[src/ptp_pkg.sv]
`default_nettype none
package ptp_pkg;
   // Register byte addresses
   localparam logic [7:0] CTRL_OFS     = 8'h00;
   localparam logic [7:0] INC_OFS      = 8'h04;
   localparam logic [7:0] SYS_LO_OFS   = 8'h08;
   localparam logic [7:0] SYS_HI_OFS   = 8'h0C;
   localparam logic [7:0] ADJ_LO_OFS   = 8'h10;
   localparam logic [7:0] ADJ_HI_OFS   = 8'h14;
   localparam logic [7:0] TX_LO_OFS    = 8'h18;
   localparam logic [7:0] TX_HI_OFS    = 8'h1C;
   localparam logic [7:0] RX_LO_OFS    = 8'h20;
   localparam logic [7:0] RX_HI_OFS    = 8'h24;
   localparam logic [7:0] SRC_LO_OFS   = 8'h28;
   localparam logic [7:0] SRC_HI_OFS   = 8'h2C;
   localparam logic [7:0] SEQ_OFS      = 8'h30;
   localparam logic [7:0] STATUS_OFS   = 8'h34;
   localparam logic [31:0] CTRL_RST    = 32'h0000_0000;
   localparam logic [31:0] INC_RST     = 32'h0100_0001;
   localparam int ADJ_SIGN_BIT         = 31;
   // Frame layout, byte offsets
   localparam int L2_HDR               = 14;
   localparam int VLAN_LEN             = 4;
   localparam int IP4_PROTO            = 9;
   localparam int IP4_PTP              = 28;
   localparam int IP6_NH               = 6;
   localparam int IP6_PTP              = 48;
   localparam int UDP_DPORT_BACK       = 6;
   localparam int P_MSG                = 0;
   localparam int P_VER                = 1;
   localparam int P_SRC                = 22;
   localparam int P_SRC_END            = 29;
   localparam int P_SEQ                = 30;
   localparam int P_SEQ_END            = 31;
   localparam int P_CTRL               = 32;
   localparam logic [15:0] ET_VLAN     = 16'h8100;
   localparam logic [15:0] ET_IPV4     = 16'h0800;
   localparam logic [15:0] ET_IPV6     = 16'h86DD;
   localparam logic [15:0] UDP_EVENT   = 16'h013F;
   localparam logic [7:0]  IP_UDP      = 8'h11;
   localparam logic [3:0]  VER1        = 4'h1;
   localparam logic [3:0]  VER2        = 4'h2;
   localparam logic [7:0]  V1_SYNC     = 8'h00;
   localparam logic [7:0]  V1_DREQ     = 8'h01;
   localparam logic [7:0]  V1_FUP      = 8'h02;
   localparam logic [7:0]  V1_DRESP    = 8'h03;
   localparam logic [7:0]  V1_MGMT     = 8'h04;
   localparam logic [3:0]  V2_PDREQ    = 4'h2;
   localparam logic [3:0]  V2_PDRESP   = 4'h3;
   localparam logic [3:0]  KIND_NONE   = 4'h0;
   localparam logic [3:0]  KIND_PTP    = 4'hE;
   typedef enum logic [1:0] {K_NONE, K_L2, K_V4, K_V6} kind_e;
   typedef struct packed {
      logic [15:0] etype;
      logic [7:0]  msg;
      logic [4:0]  rsv;
      logic        v2;
      logic        rx_en;
      logic        tx_en;
   } cfg_s;
   typedef struct packed {
      logic [7:0]  per;
      logic [23:0] val;
   } inc_s;
   typedef struct packed {
      logic [63:0] stamp;
      logic [63:0] src;
      logic [15:0] seq;
   } rx_cap_s;
endpackage : ptp_pkg
`default_nettype wire

[src/ptp_timestamp_capture_adjust.sv]
// Added by the designer: the address-and-strobe port and the register offsets.
`timescale 1ns/10ps
`default_nettype none
module ptp_timestamp_capture_adjust #(
   parameter int IDX_W = 14
) (
   input  wire logic       SYS_CLK,
   input  wire logic       RESETN,
   input  wire logic [7:0] REG_ADDR,
   input  wire logic [31:0] REG_WDATA,
   input  wire logic       REG_WR,
   input  wire logic       REG_RD,
   output logic      [31:0] REG_RDATA,
   input  wire logic       TX_SOF,
   input  wire logic       TX_STAMP_REQUEST_BIT,
   input  wire logic       RX_VALID,
   input  wire logic       RX_SOF,
   input  wire logic [7:0] RX_DATA,
   input  wire logic       RX_EOF,
   output logic            RX_DESC_VALID,
   output logic      [3:0] RX_PACKET_KIND_FIELD,
   output logic            RX_STAMP_TAKEN_FLAG
);
   ptp_pkg::cfg_s    cfg, next_cfg;
   ptp_pkg::inc_s    inc, next_inc;
   ptp_pkg::rx_cap_s rx_cap, next_rx_cap;
   ptp_pkg::kind_e   kind, next_kind;
   logic [7:0]       cnt, next_cnt;
   logic [63:0]      sys, next_sys;
   logic [31:0]      hi_latch, next_hi_latch;
   logic [31:0]      adj_lo, next_adj_lo;
   logic [63:0]      tx_stamp, next_tx_stamp;
   logic             tx_lock, next_tx_lock;
   logic             rx_lock, next_rx_lock;
   logic [31:0]      next_rdata;
   logic             next_desc_v, next_desc_taken;
   logic [3:0]       next_desc_kind;
   logic [IDX_W-1:0] idx, next_idx;
   logic [IDX_W-1:0] base, next_base;
   logic [IDX_W-1:0] pbase, next_pbase;
   logic [7:0]       et_hi, next_et_hi;
   logic [7:0]       port_hi, next_port_hi;
   logic             port_ok, next_port_ok;
   logic [3:0]       ver, next_ver;
   logic [3:0]       msg, next_msg;
   logic [7:0]       ctl, next_ctl;
   logic [63:0]      src, next_src;
   logic [15:0]      seq, next_seq;
   logic             got, next_got;
   logic [63:0]      sof_time, next_sof_time;
   logic             evt, rec, msg_ok, take;
   logic [63:0]      inc_add, mag, sysv;
   logic [IDX_W-1:0] i, bs, rel;
   logic [15:0]      et;
   always_comb begin
      next_cfg = cfg;
      next_inc = inc;
      next_adj_lo = adj_lo;
      next_hi_latch = hi_latch;
      next_tx_stamp = tx_stamp;
      next_tx_lock = tx_lock;
      next_rx_cap = rx_cap;
      next_rx_lock = rx_lock;
      next_rdata = 32'h0000_0000;
      next_desc_v = 1'b0;
      next_desc_kind = ptp_pkg::KIND_NONE;
      next_desc_taken = 1'b0;
      next_idx = idx;
      next_base = base;
      next_kind = kind;
      next_pbase = pbase;
      next_et_hi = et_hi;
      next_port_hi = port_hi;
      next_port_ok = port_ok;
      next_ver = ver;
      next_msg = msg;
      next_ctl = ctl;
      next_src = src;
      next_seq = seq;
      next_got = got;
      next_sof_time = sof_time;
      et = {et_hi, RX_DATA};
      // Increment event every period; period 0 behaves as 1
      evt = (inc.per <= 8'h01) || (cnt >= inc.per - 8'h01);
      next_cnt = evt ? 8'h00 : cnt + 8'h01;
      inc_add = evt ? {40'h0, inc.val} : 64'h0;
      mag = {1'b0, REG_WDATA[30:0], adj_lo};
      sysv = sys + inc_add;
      if (REG_WR) begin
         unique case (REG_ADDR)
            ptp_pkg::CTRL_OFS: begin
               next_cfg = ptp_pkg::cfg_s'(REG_WDATA);
               next_cfg.rsv = 5'h00;
            end
            ptp_pkg::INC_OFS:    next_inc = ptp_pkg::inc_s'(REG_WDATA);
            ptp_pkg::SYS_LO_OFS: sysv[31:0] = REG_WDATA;
            ptp_pkg::SYS_HI_OFS: sysv[63:32] = REG_WDATA;
            ptp_pkg::ADJ_LO_OFS: next_adj_lo = REG_WDATA;
            ptp_pkg::ADJ_HI_OFS: begin
               sysv = REG_WDATA[ptp_pkg::ADJ_SIGN_BIT] ? sysv - mag : sysv + mag;
            end
            default: ;
         endcase
      end
      next_sys = sysv;
      if (REG_RD) begin
         unique case (REG_ADDR)
            ptp_pkg::CTRL_OFS:   next_rdata = cfg;
            ptp_pkg::INC_OFS:    next_rdata = inc;
            ptp_pkg::SYS_LO_OFS: begin
               next_rdata = sys[31:0];
               next_hi_latch = sys[63:32];
            end
            ptp_pkg::SYS_HI_OFS: next_rdata = hi_latch;
            ptp_pkg::ADJ_LO_OFS: next_rdata = adj_lo;
            ptp_pkg::TX_LO_OFS:  next_rdata = tx_stamp[31:0];
            ptp_pkg::TX_HI_OFS: begin
               next_rdata = tx_stamp[63:32];
               next_tx_lock = 1'b0;
            end
            ptp_pkg::RX_LO_OFS:  next_rdata = rx_cap.stamp[31:0];
            ptp_pkg::RX_HI_OFS: begin
               next_rdata = rx_cap.stamp[63:32];
               next_rx_lock = 1'b0;
            end
            ptp_pkg::SRC_LO_OFS: next_rdata = rx_cap.src[31:0];
            ptp_pkg::SRC_HI_OFS: next_rdata = rx_cap.src[63:32];
            ptp_pkg::SEQ_OFS:    next_rdata = {16'h0000, rx_cap.seq};
            ptp_pkg::STATUS_OFS: next_rdata = {30'h0, rx_lock, tx_lock};
            default: ;
         endcase
      end
      if (TX_SOF && TX_STAMP_REQUEST_BIT && cfg.tx_en && !tx_lock) begin
         next_tx_stamp = sys;
         next_tx_lock = 1'b1;
      end
      // Receive parser, one byte per valid cycle
      i = RX_SOF ? '0 : idx;
      bs = RX_SOF ? IDX_W'(ptp_pkg::L2_HDR) : base;
      rel = i - pbase;
      if (RX_VALID) begin
         next_idx = i + IDX_W'(1);
         if (RX_SOF) begin
            next_base = IDX_W'(ptp_pkg::L2_HDR);
            next_kind = ptp_pkg::K_NONE;
            next_port_ok = 1'b0;
            next_got = 1'b0;
            next_sof_time = sys;
         end
         if (i == bs - IDX_W'(2)) next_et_hi = RX_DATA;
         if (i == bs - IDX_W'(1)) begin
            if (et == ptp_pkg::ET_VLAN && bs == IDX_W'(ptp_pkg::L2_HDR)) begin
               next_base = bs + IDX_W'(ptp_pkg::VLAN_LEN);
            end else if (et == cfg.etype) begin
               next_kind = ptp_pkg::K_L2;
               next_pbase = bs;
               next_port_ok = 1'b1;
            end else if (et == ptp_pkg::ET_IPV4) begin
               next_kind = ptp_pkg::K_V4;
               next_pbase = bs + IDX_W'(ptp_pkg::IP4_PTP);
            end else if (et == ptp_pkg::ET_IPV6) begin
               next_kind = ptp_pkg::K_V6;
               next_pbase = bs + IDX_W'(ptp_pkg::IP6_PTP);
            end
         end
         if ((kind == ptp_pkg::K_V4 && i == base + IDX_W'(ptp_pkg::IP4_PROTO)) ||
             (kind == ptp_pkg::K_V6 && i == base + IDX_W'(ptp_pkg::IP6_NH))) begin
            if (RX_DATA != ptp_pkg::IP_UDP) next_kind = ptp_pkg::K_NONE;
         end
         if (kind == ptp_pkg::K_V4 || kind == ptp_pkg::K_V6) begin
            if (i == pbase - IDX_W'(ptp_pkg::UDP_DPORT_BACK)) next_port_hi = RX_DATA;
            if (i == pbase - IDX_W'(ptp_pkg::UDP_DPORT_BACK - 1)) begin
               next_port_ok = ({port_hi, RX_DATA} == ptp_pkg::UDP_EVENT);
            end
         end
         if (kind != ptp_pkg::K_NONE && i >= pbase) begin
            if (rel == IDX_W'(ptp_pkg::P_MSG)) next_msg = RX_DATA[3:0];
            if (rel == IDX_W'(ptp_pkg::P_VER)) next_ver = RX_DATA[3:0];
            if (rel >= IDX_W'(ptp_pkg::P_SRC) && rel <= IDX_W'(ptp_pkg::P_SRC_END)) begin
               next_src = {src[55:0], RX_DATA};
            end
            if (rel >= IDX_W'(ptp_pkg::P_SEQ) && rel <= IDX_W'(ptp_pkg::P_SEQ_END)) begin
               next_seq = {seq[7:0], RX_DATA};
            end
            if (rel == IDX_W'(ptp_pkg::P_CTRL)) begin
               next_ctl = RX_DATA;
               next_got = 1'b1;
            end
         end
      end
      // Frame end: decide stamp and descriptor marks
      rec = kind != ptp_pkg::K_NONE && port_ok && got &&
            (ver == ptp_pkg::VER2 || (ver == ptp_pkg::VER1 && kind == ptp_pkg::K_V4));
      if (ver == ptp_pkg::VER1) begin
         msg_ok = ctl == cfg.msg && ctl <= ptp_pkg::V1_DREQ;
      end else begin
         msg_ok = msg <= ptp_pkg::V2_PDRESP && (msg == cfg.msg[3:0] ||
                  (cfg.v2 && (msg == ptp_pkg::V2_PDREQ || msg == ptp_pkg::V2_PDRESP)));
      end
      take = cfg.rx_en && rec && msg_ok && !rx_lock;
      if (RX_EOF) begin
         next_desc_v = 1'b1;
         if (kind == ptp_pkg::K_L2) next_desc_kind = ptp_pkg::KIND_PTP;
         next_desc_taken = take;
         next_kind = ptp_pkg::K_NONE;
         if (take) begin
            next_rx_cap = '{stamp: sof_time, src: src, seq: seq};
            next_rx_lock = 1'b1;
         end
      end
   end
   always_ff @(posedge SYS_CLK or negedge RESETN) begin
      if (!RESETN) begin
         cfg <= ptp_pkg::cfg_s'(ptp_pkg::CTRL_RST);
         inc <= ptp_pkg::inc_s'(ptp_pkg::INC_RST);
         rx_cap <= '0;
         kind <= ptp_pkg::K_NONE;
         cnt <= 8'h00;
         sys <= 64'h0;
         hi_latch <= 32'h0000_0000;
         adj_lo <= 32'h0000_0000;
         tx_stamp <= 64'h0;
         tx_lock <= 1'b0;
         rx_lock <= 1'b0;
         REG_RDATA <= 32'h0000_0000;
         RX_DESC_VALID <= 1'b0;
         RX_PACKET_KIND_FIELD <= ptp_pkg::KIND_NONE;
         RX_STAMP_TAKEN_FLAG <= 1'b0;
         idx <= '0;
         base <= IDX_W'(ptp_pkg::L2_HDR);
         pbase <= '0;
         et_hi <= 8'h00;
         port_hi <= 8'h00;
         port_ok <= 1'b0;
         ver <= 4'h0;
         msg <= 4'h0;
         ctl <= 8'h00;
         src <= 64'h0;
         seq <= 16'h0000;
         got <= 1'b0;
         sof_time <= 64'h0;
      end else begin
         cfg <= next_cfg;
         inc <= next_inc;
         rx_cap <= next_rx_cap;
         kind <= next_kind;
         cnt <= next_cnt;
         sys <= next_sys;
         hi_latch <= next_hi_latch;
         adj_lo <= next_adj_lo;
         tx_stamp <= next_tx_stamp;
         tx_lock <= next_tx_lock;
         rx_lock <= next_rx_lock;
         REG_RDATA <= next_rdata;
         RX_DESC_VALID <= next_desc_v;
         RX_PACKET_KIND_FIELD <= next_desc_kind;
         RX_STAMP_TAKEN_FLAG <= next_desc_taken;
         idx <= next_idx;
         base <= next_base;
         pbase <= next_pbase;
         et_hi <= next_et_hi;
         port_hi <= next_port_hi;
         port_ok <= next_port_ok;
         ver <= next_ver;
         msg <= next_msg;
         ctl <= next_ctl;
         src <= next_src;
         seq <= next_seq;
         got <= next_got;
         sof_time <= next_sof_time;
      end
   end
endmodule : ptp_timestamp_capture_adjust
`default_nettype wire

[config.mk]
export PLATFORM = sky130hd
export DESIGN_NAME = ptp_timestamp_capture_adjust
export DESIGN_NICKNAME = d
export VERILOG_FILES = /design/src/ptp_pkg.sv /design/src/ptp_timestamp_capture_adjust.sv
export SDC_FILE = /design/constraint.sdc
export NUM_CORES = 2
export LEC_CHECK = 0
export BUFFER_PORTS_ARGS = -buffer_cell sky130_fd_sc_hd__buf_2
export CAP_MARGIN = 10
export CORE_ASPECT_RATIO = 1.2
export CORE_MARGIN = 3
export CORE_UTILIZATION = 60
export DETAILED_ROUTE_END_ITERATION = 10
export GPL_TIMING_DRIVEN = 0
export PLACE_DENSITY_LB_ADDON = 0.1
export SYNTH_ARGS = -nofsm -noshare
export SYNTH_HDL_FRONTEND = slang
export SYNTH_SLANG_ARGS = --single-unit
[constraint.sdc]
create_clock -name SYS_CLK -period 8.9 [get_ports SYS_CLK]
set_input_delay 0.445 -clock SYS_CLK [delete_from_list [all_inputs] [get_ports SYS_CLK]]
set_output_delay 0.445 -clock SYS_CLK [all_outputs]
set_load 0.05 [all_outputs]
==> flow_summary.json <==
{
  "outcome": "completed",
  "grt_pass1_wl_um": 203000,
  "synth_flop_cell": "dfrtp_1",
  "start_kind": "register",
  "whs_ns": 0.0512,
  "synthArstFlopShare": 1.00,
  "p_leak_nw": 19.6,
  "synth_cells": 3699,
  "required_ns": 9.42,
  "p_per_area_nw_per_um2": 215,
  "drv_slew": 0,
  "rsz0062_at_grt": "true",
  "firstDrtPassIters": 9,
  "worst_clock_skew_ns": 0.0321,
  "maxCapViolations": 0,
  "startpoint": "inc[24]$_DFFE_PN1P_",
  "drt_wl_total_um": 139000,
  "design.core.area_um2": 62600,
  "dp.cells": 4590,
  "final.min_clock_period_ns": 8.57,
  "min_period_over_period": 0.963,
  "syn-cell-area_um2": 38300,
  "end_kind": "register",
  "gp_congestion": 1.01,
  "die_h_um": 283,
  "clkLatencyLatePin_ns": 0.64,
  "slowest_stage": "dfstp_2",
  "numCtsBuffers": 68,
  "wire_per_inst_um": 29.4,
  "cts_tree": "done",
  "io_pins": 95,
  "drc": 0,
  "grt_max_degree": 122,
  "synth.avg_cell_area_um2": 10.3,
  "hp-class": "primary input to register",
  "synthesis.nets": 3889,
  "drive_gt1_frac": 0.178,
  "slew_headroom": 0.0463,
  "grt_pass1_vias": 31995,
  "peakVddDrop_mv": 0.139,
  "vias_per_cell": 6.73,
  "clk_pin_slew_ns": 0.06,
  "antenna_found_initial": 6,
  "die_w_um": 237,
  "setup_viol": 0,
  "overflow": 0,
  "ys_seq_area_frac": 0.433,
  "worst_slew_pin_slew_ns": 1.43,
  "clkSinkCount": 662,
  "nFillCells": 5161,
  "cp_max_fo": 6,
  "synth_warnings": 0,
  "crit_path_end": "sys[59]$_DFF_PN0_",
  "clk_path_buf_depth": 3,
  "fmax_mhz": 117,
  "r2r.worst_path.cells": 34,
  "synth.distinct_cells": 93,
  "num-nets-final": 4034,
  "clockRootBuffer": "clkbuf_16",
  "cpPeakStageDelay_ns": 0.60,
  "ff2ff_setup_slack_ns": 0.33,
  "die-area_um2": 66900,
  "ant_nets": 0,
  "fin_cells": 4715,
  "num_rows": 100,
  "vias": 31743,
  "syn_to_final_growth_pct": 10.4,
  "cp_data_arrival_time_ns": 9.08,
  "first_iter_violations": 2983,
  "dp_hpwl_um": 106000,
  "crit_type": "register to register",
  "synth-seq-cells": 662,
  "rr_startpoint": "inc[24]$_DFFE_PN1P_",
  "cts_max_level": 3,
  "grt_usage": 0.408,
  "start_util": 0.612,
  "port-buffer-count": 68,
  "timing.rr.end": "sys[59]$_DFF_PN0_",
  "synth_edf_count": 0,
  "hold_viol_final": 0
}
-- layer usage --
layer  global-route usage  wire, µm
met2                0.675     65100
met5                    0         0
met1                0.468     49400
met4                0.309     12600
met3               0.0852     11400
-- through the flow --
step	instance area [µm²]	setup WS, ns	power, mW	utilization	setup TNS (ns)
3_5_place_dp	39800	-0.968	6.03	0.636	-11.06
3_3_place_gp	39600	-6.58	5.99	0.634	-4292.25
5_1_grt	42300	-0.0340	9.42	0.675	-0.0538
2_1_floorplan	38300	1.60	5.23	-	0
4_1_cts	42100	-0.0814	8.96	0.674	-0.0814
6_report	42300	0.332	9.08	0.676	0
-- critical path: cells and delay by family, from the launching register on --
family                     cells  cell delay [ns]
adders and majority gates      5             1.60
xor gates and xnor gates       2             0.34
buffers and inverters          2             0.33
AOI/OAI and AO/OA             18             4.79
and+or+nand+nor                7             0.79
DFF                            1             0.60
-- how the worst min path moves through the flow --
stage	slack [ns]	startpoint	end	cells past startpoint
6_report	0.05	RX_EOF	RX_DESC_VALID$_DFF_PN0_	1
5_1_grt	0.03	RX_EOF	RX_DESC_VALID$_DFF_PN0_	1
4_1_cts	0.03	RX_EOF	RX_DESC_VALID$_DFF_PN0_	1
3_5_place_dp	0.47	sof_time[40]$_DFFE_PN0P_	sof_time[40]$_DFFE_PN0P_	2
3_3_place_gp	0.46	sof_time[50]$_DFFE_PN0P_	sof_time[50]$_DFFE_PN0P_	2
2_1_floorplan	0.15	RESETN	REG_RDATA[0]$_DFF_PN0_	0
-- synthesized netlist by cell type (17+ instances only) --
| cell type | n | area share |
|---|---|---|
| dfrtp_1 | 657 | 0.43 |
| mux2_2 | 419 | 0.12 |
| nand2_1 | 246 | 0.024 |
| xnor2_1 | 211 | 0.048 |
| nor2_1 | 205 | 0.020 |
| a21oi_1 | 192 | 0.025 |
| clkbuf_1 | 186 | 0.018 |
| o21ai_0 | 171 | 0.022 |
| ha_1 | 130 | 0.042 |
| a22o_1 | 105 | 0.024 |
| xor2_1 | 89 | 0.020 |
| inv_1 | 88 | 0.0086 |
| a221oi_1 | 78 | 0.018 |
| nand3_1 | 75 | 0.0098 |
| nor3_1 | 66 | 0.0086 |
| a31oi_1 | 61 | 0.010 |
| mux2_1 | 60 | 0.018 |
| a21o_1 | 58 | 0.011 |
| nor2b_1 | 53 | 0.0087 |
| nand4_1 | 48 | 0.0078 |
| nor4_1 | 38 | 0.0062 |
| nand2b_1 | 37 | 0.0060 |
| and2_1 | 32 | 0.0052 |
| and3_1 | 29 | 0.0047 |
| a222oi_1 | 24 | 0.0063 |
| o21bai_1 | 22 | 0.0043 |
| a221o_1 | 21 | 0.0055 |
| buf_2 | 21 | 0.0027 |
| a22oi_1 | 19 | 0.0037 |
| buf_1 | 19 | 0.0019 |
| or3_1 | 19 | 0.0031 |
| mux2i_1 | 17 | 0.0044 |
-- state kept, by name, summed over array words and instances, names as in the netlist, 2 cells and up --
register   count
rx_cap       144
sof_time      64
src           64
sys           64
tx_stamp      64
REG_RDATA     32
adj_lo        32
hi_latch      32
inc           32
cfg           27
seq           16
base          14
idx           14
pbase         14
cnt            8
ctl            8
et_hi          8
port_hi        8
msg            4
ver            4
kind           2
-- cell families (layout without fill, tap and decap cells) --
| family | count (synthesis) | after routing | share of synthesized area |
|---|---|---|---|
| compound gates | 881 | 881 | 0.158 |
| flops | 662 | 662 | 0.433 |
| fa+ha+maj | 133 | 133 | 0.0441 |
| buf+inv | 321 | 518 | 0.0326 |
| simple gates | 905 | 905 | 0.118 |
| xor+xnor | 300 | 300 | 0.0686 |
| mux | 496 | 496 | 0.145 |
| other cells | 1 | 4 | 0.0000980 |
-- timing repair --
| item | CTS | global route |
|---|---|---|
| pin swaps | 0 | 4 |
| hold buffers | 1 | 0 |
| setup endpoints to repair | 25 | 27 |
| hold endpoints to repair | 87 | 0 |
| gates resized for setup | 13 | 27 |
| buffers inserted | 0 | 3 |
-- cell usage in the layout (no fill, tap or decap), types with 10 or more instances in the layout --
cell       Yosys  routed
a22o_1       105     105
a31oi_1       61      60
xnor2_1      211     210
buf_4          4      10
a222oi_1      24      24
a221o_1       21      21
a211oi_1      15      14
nor4_1        38      37
mux2_1        60      60
nand3b_1      10      10
inv_1         88      88
clkbuf_1     186     188
a21o_1        58      58
o211ai_1      12      12
nor2_1       205     204
and2_1        32      32
nor2b_1       53      53
buf_2         21      88
and3_1        29      29
mux2i_1       17      17
a22oi_1       19      19
xor2_1        89      89
mux2_2       419     419
dfrtp_1      657     657
o21ai_0      171     166
nand4_1       48      48
a21oi_1      192     188
nand3_1       75      75
ha_1         130     129
or3_1         19      19
a221oi_1      78      76
nor3_1        66      64
clkbuf_16      0      68
o21bai_1      22      22
nand2_1      246     244
buf_1         19      19
nand2b_1      37      37
o21a_1        16      16
clkinv_2       0      14
-- layout make-up --
cell class,count,area (µm²),area share
Inverter,90,338,0.00799
Clock inverter,35,398,0.00941
Multi-Input combinational cell,2716,20600,0.488
Tap cell,816,1020,0.0242
Sequential cell,662,16600,0.392
Antenna cell,3,7.51,0.000178
Clock buffer,87,1860,0.0441
Buffer,227,905,0.0214
Timing Repair Buffer,79,536,0.0127
-- where the power goes --
part	internal, mW	switching, mW	leakage (nW)
clock network	1.65	1.30	1.10
registers	3.24	0.295	9.04
logic	0.994	1.61	9.46
(Power assumes the default switching activity.)
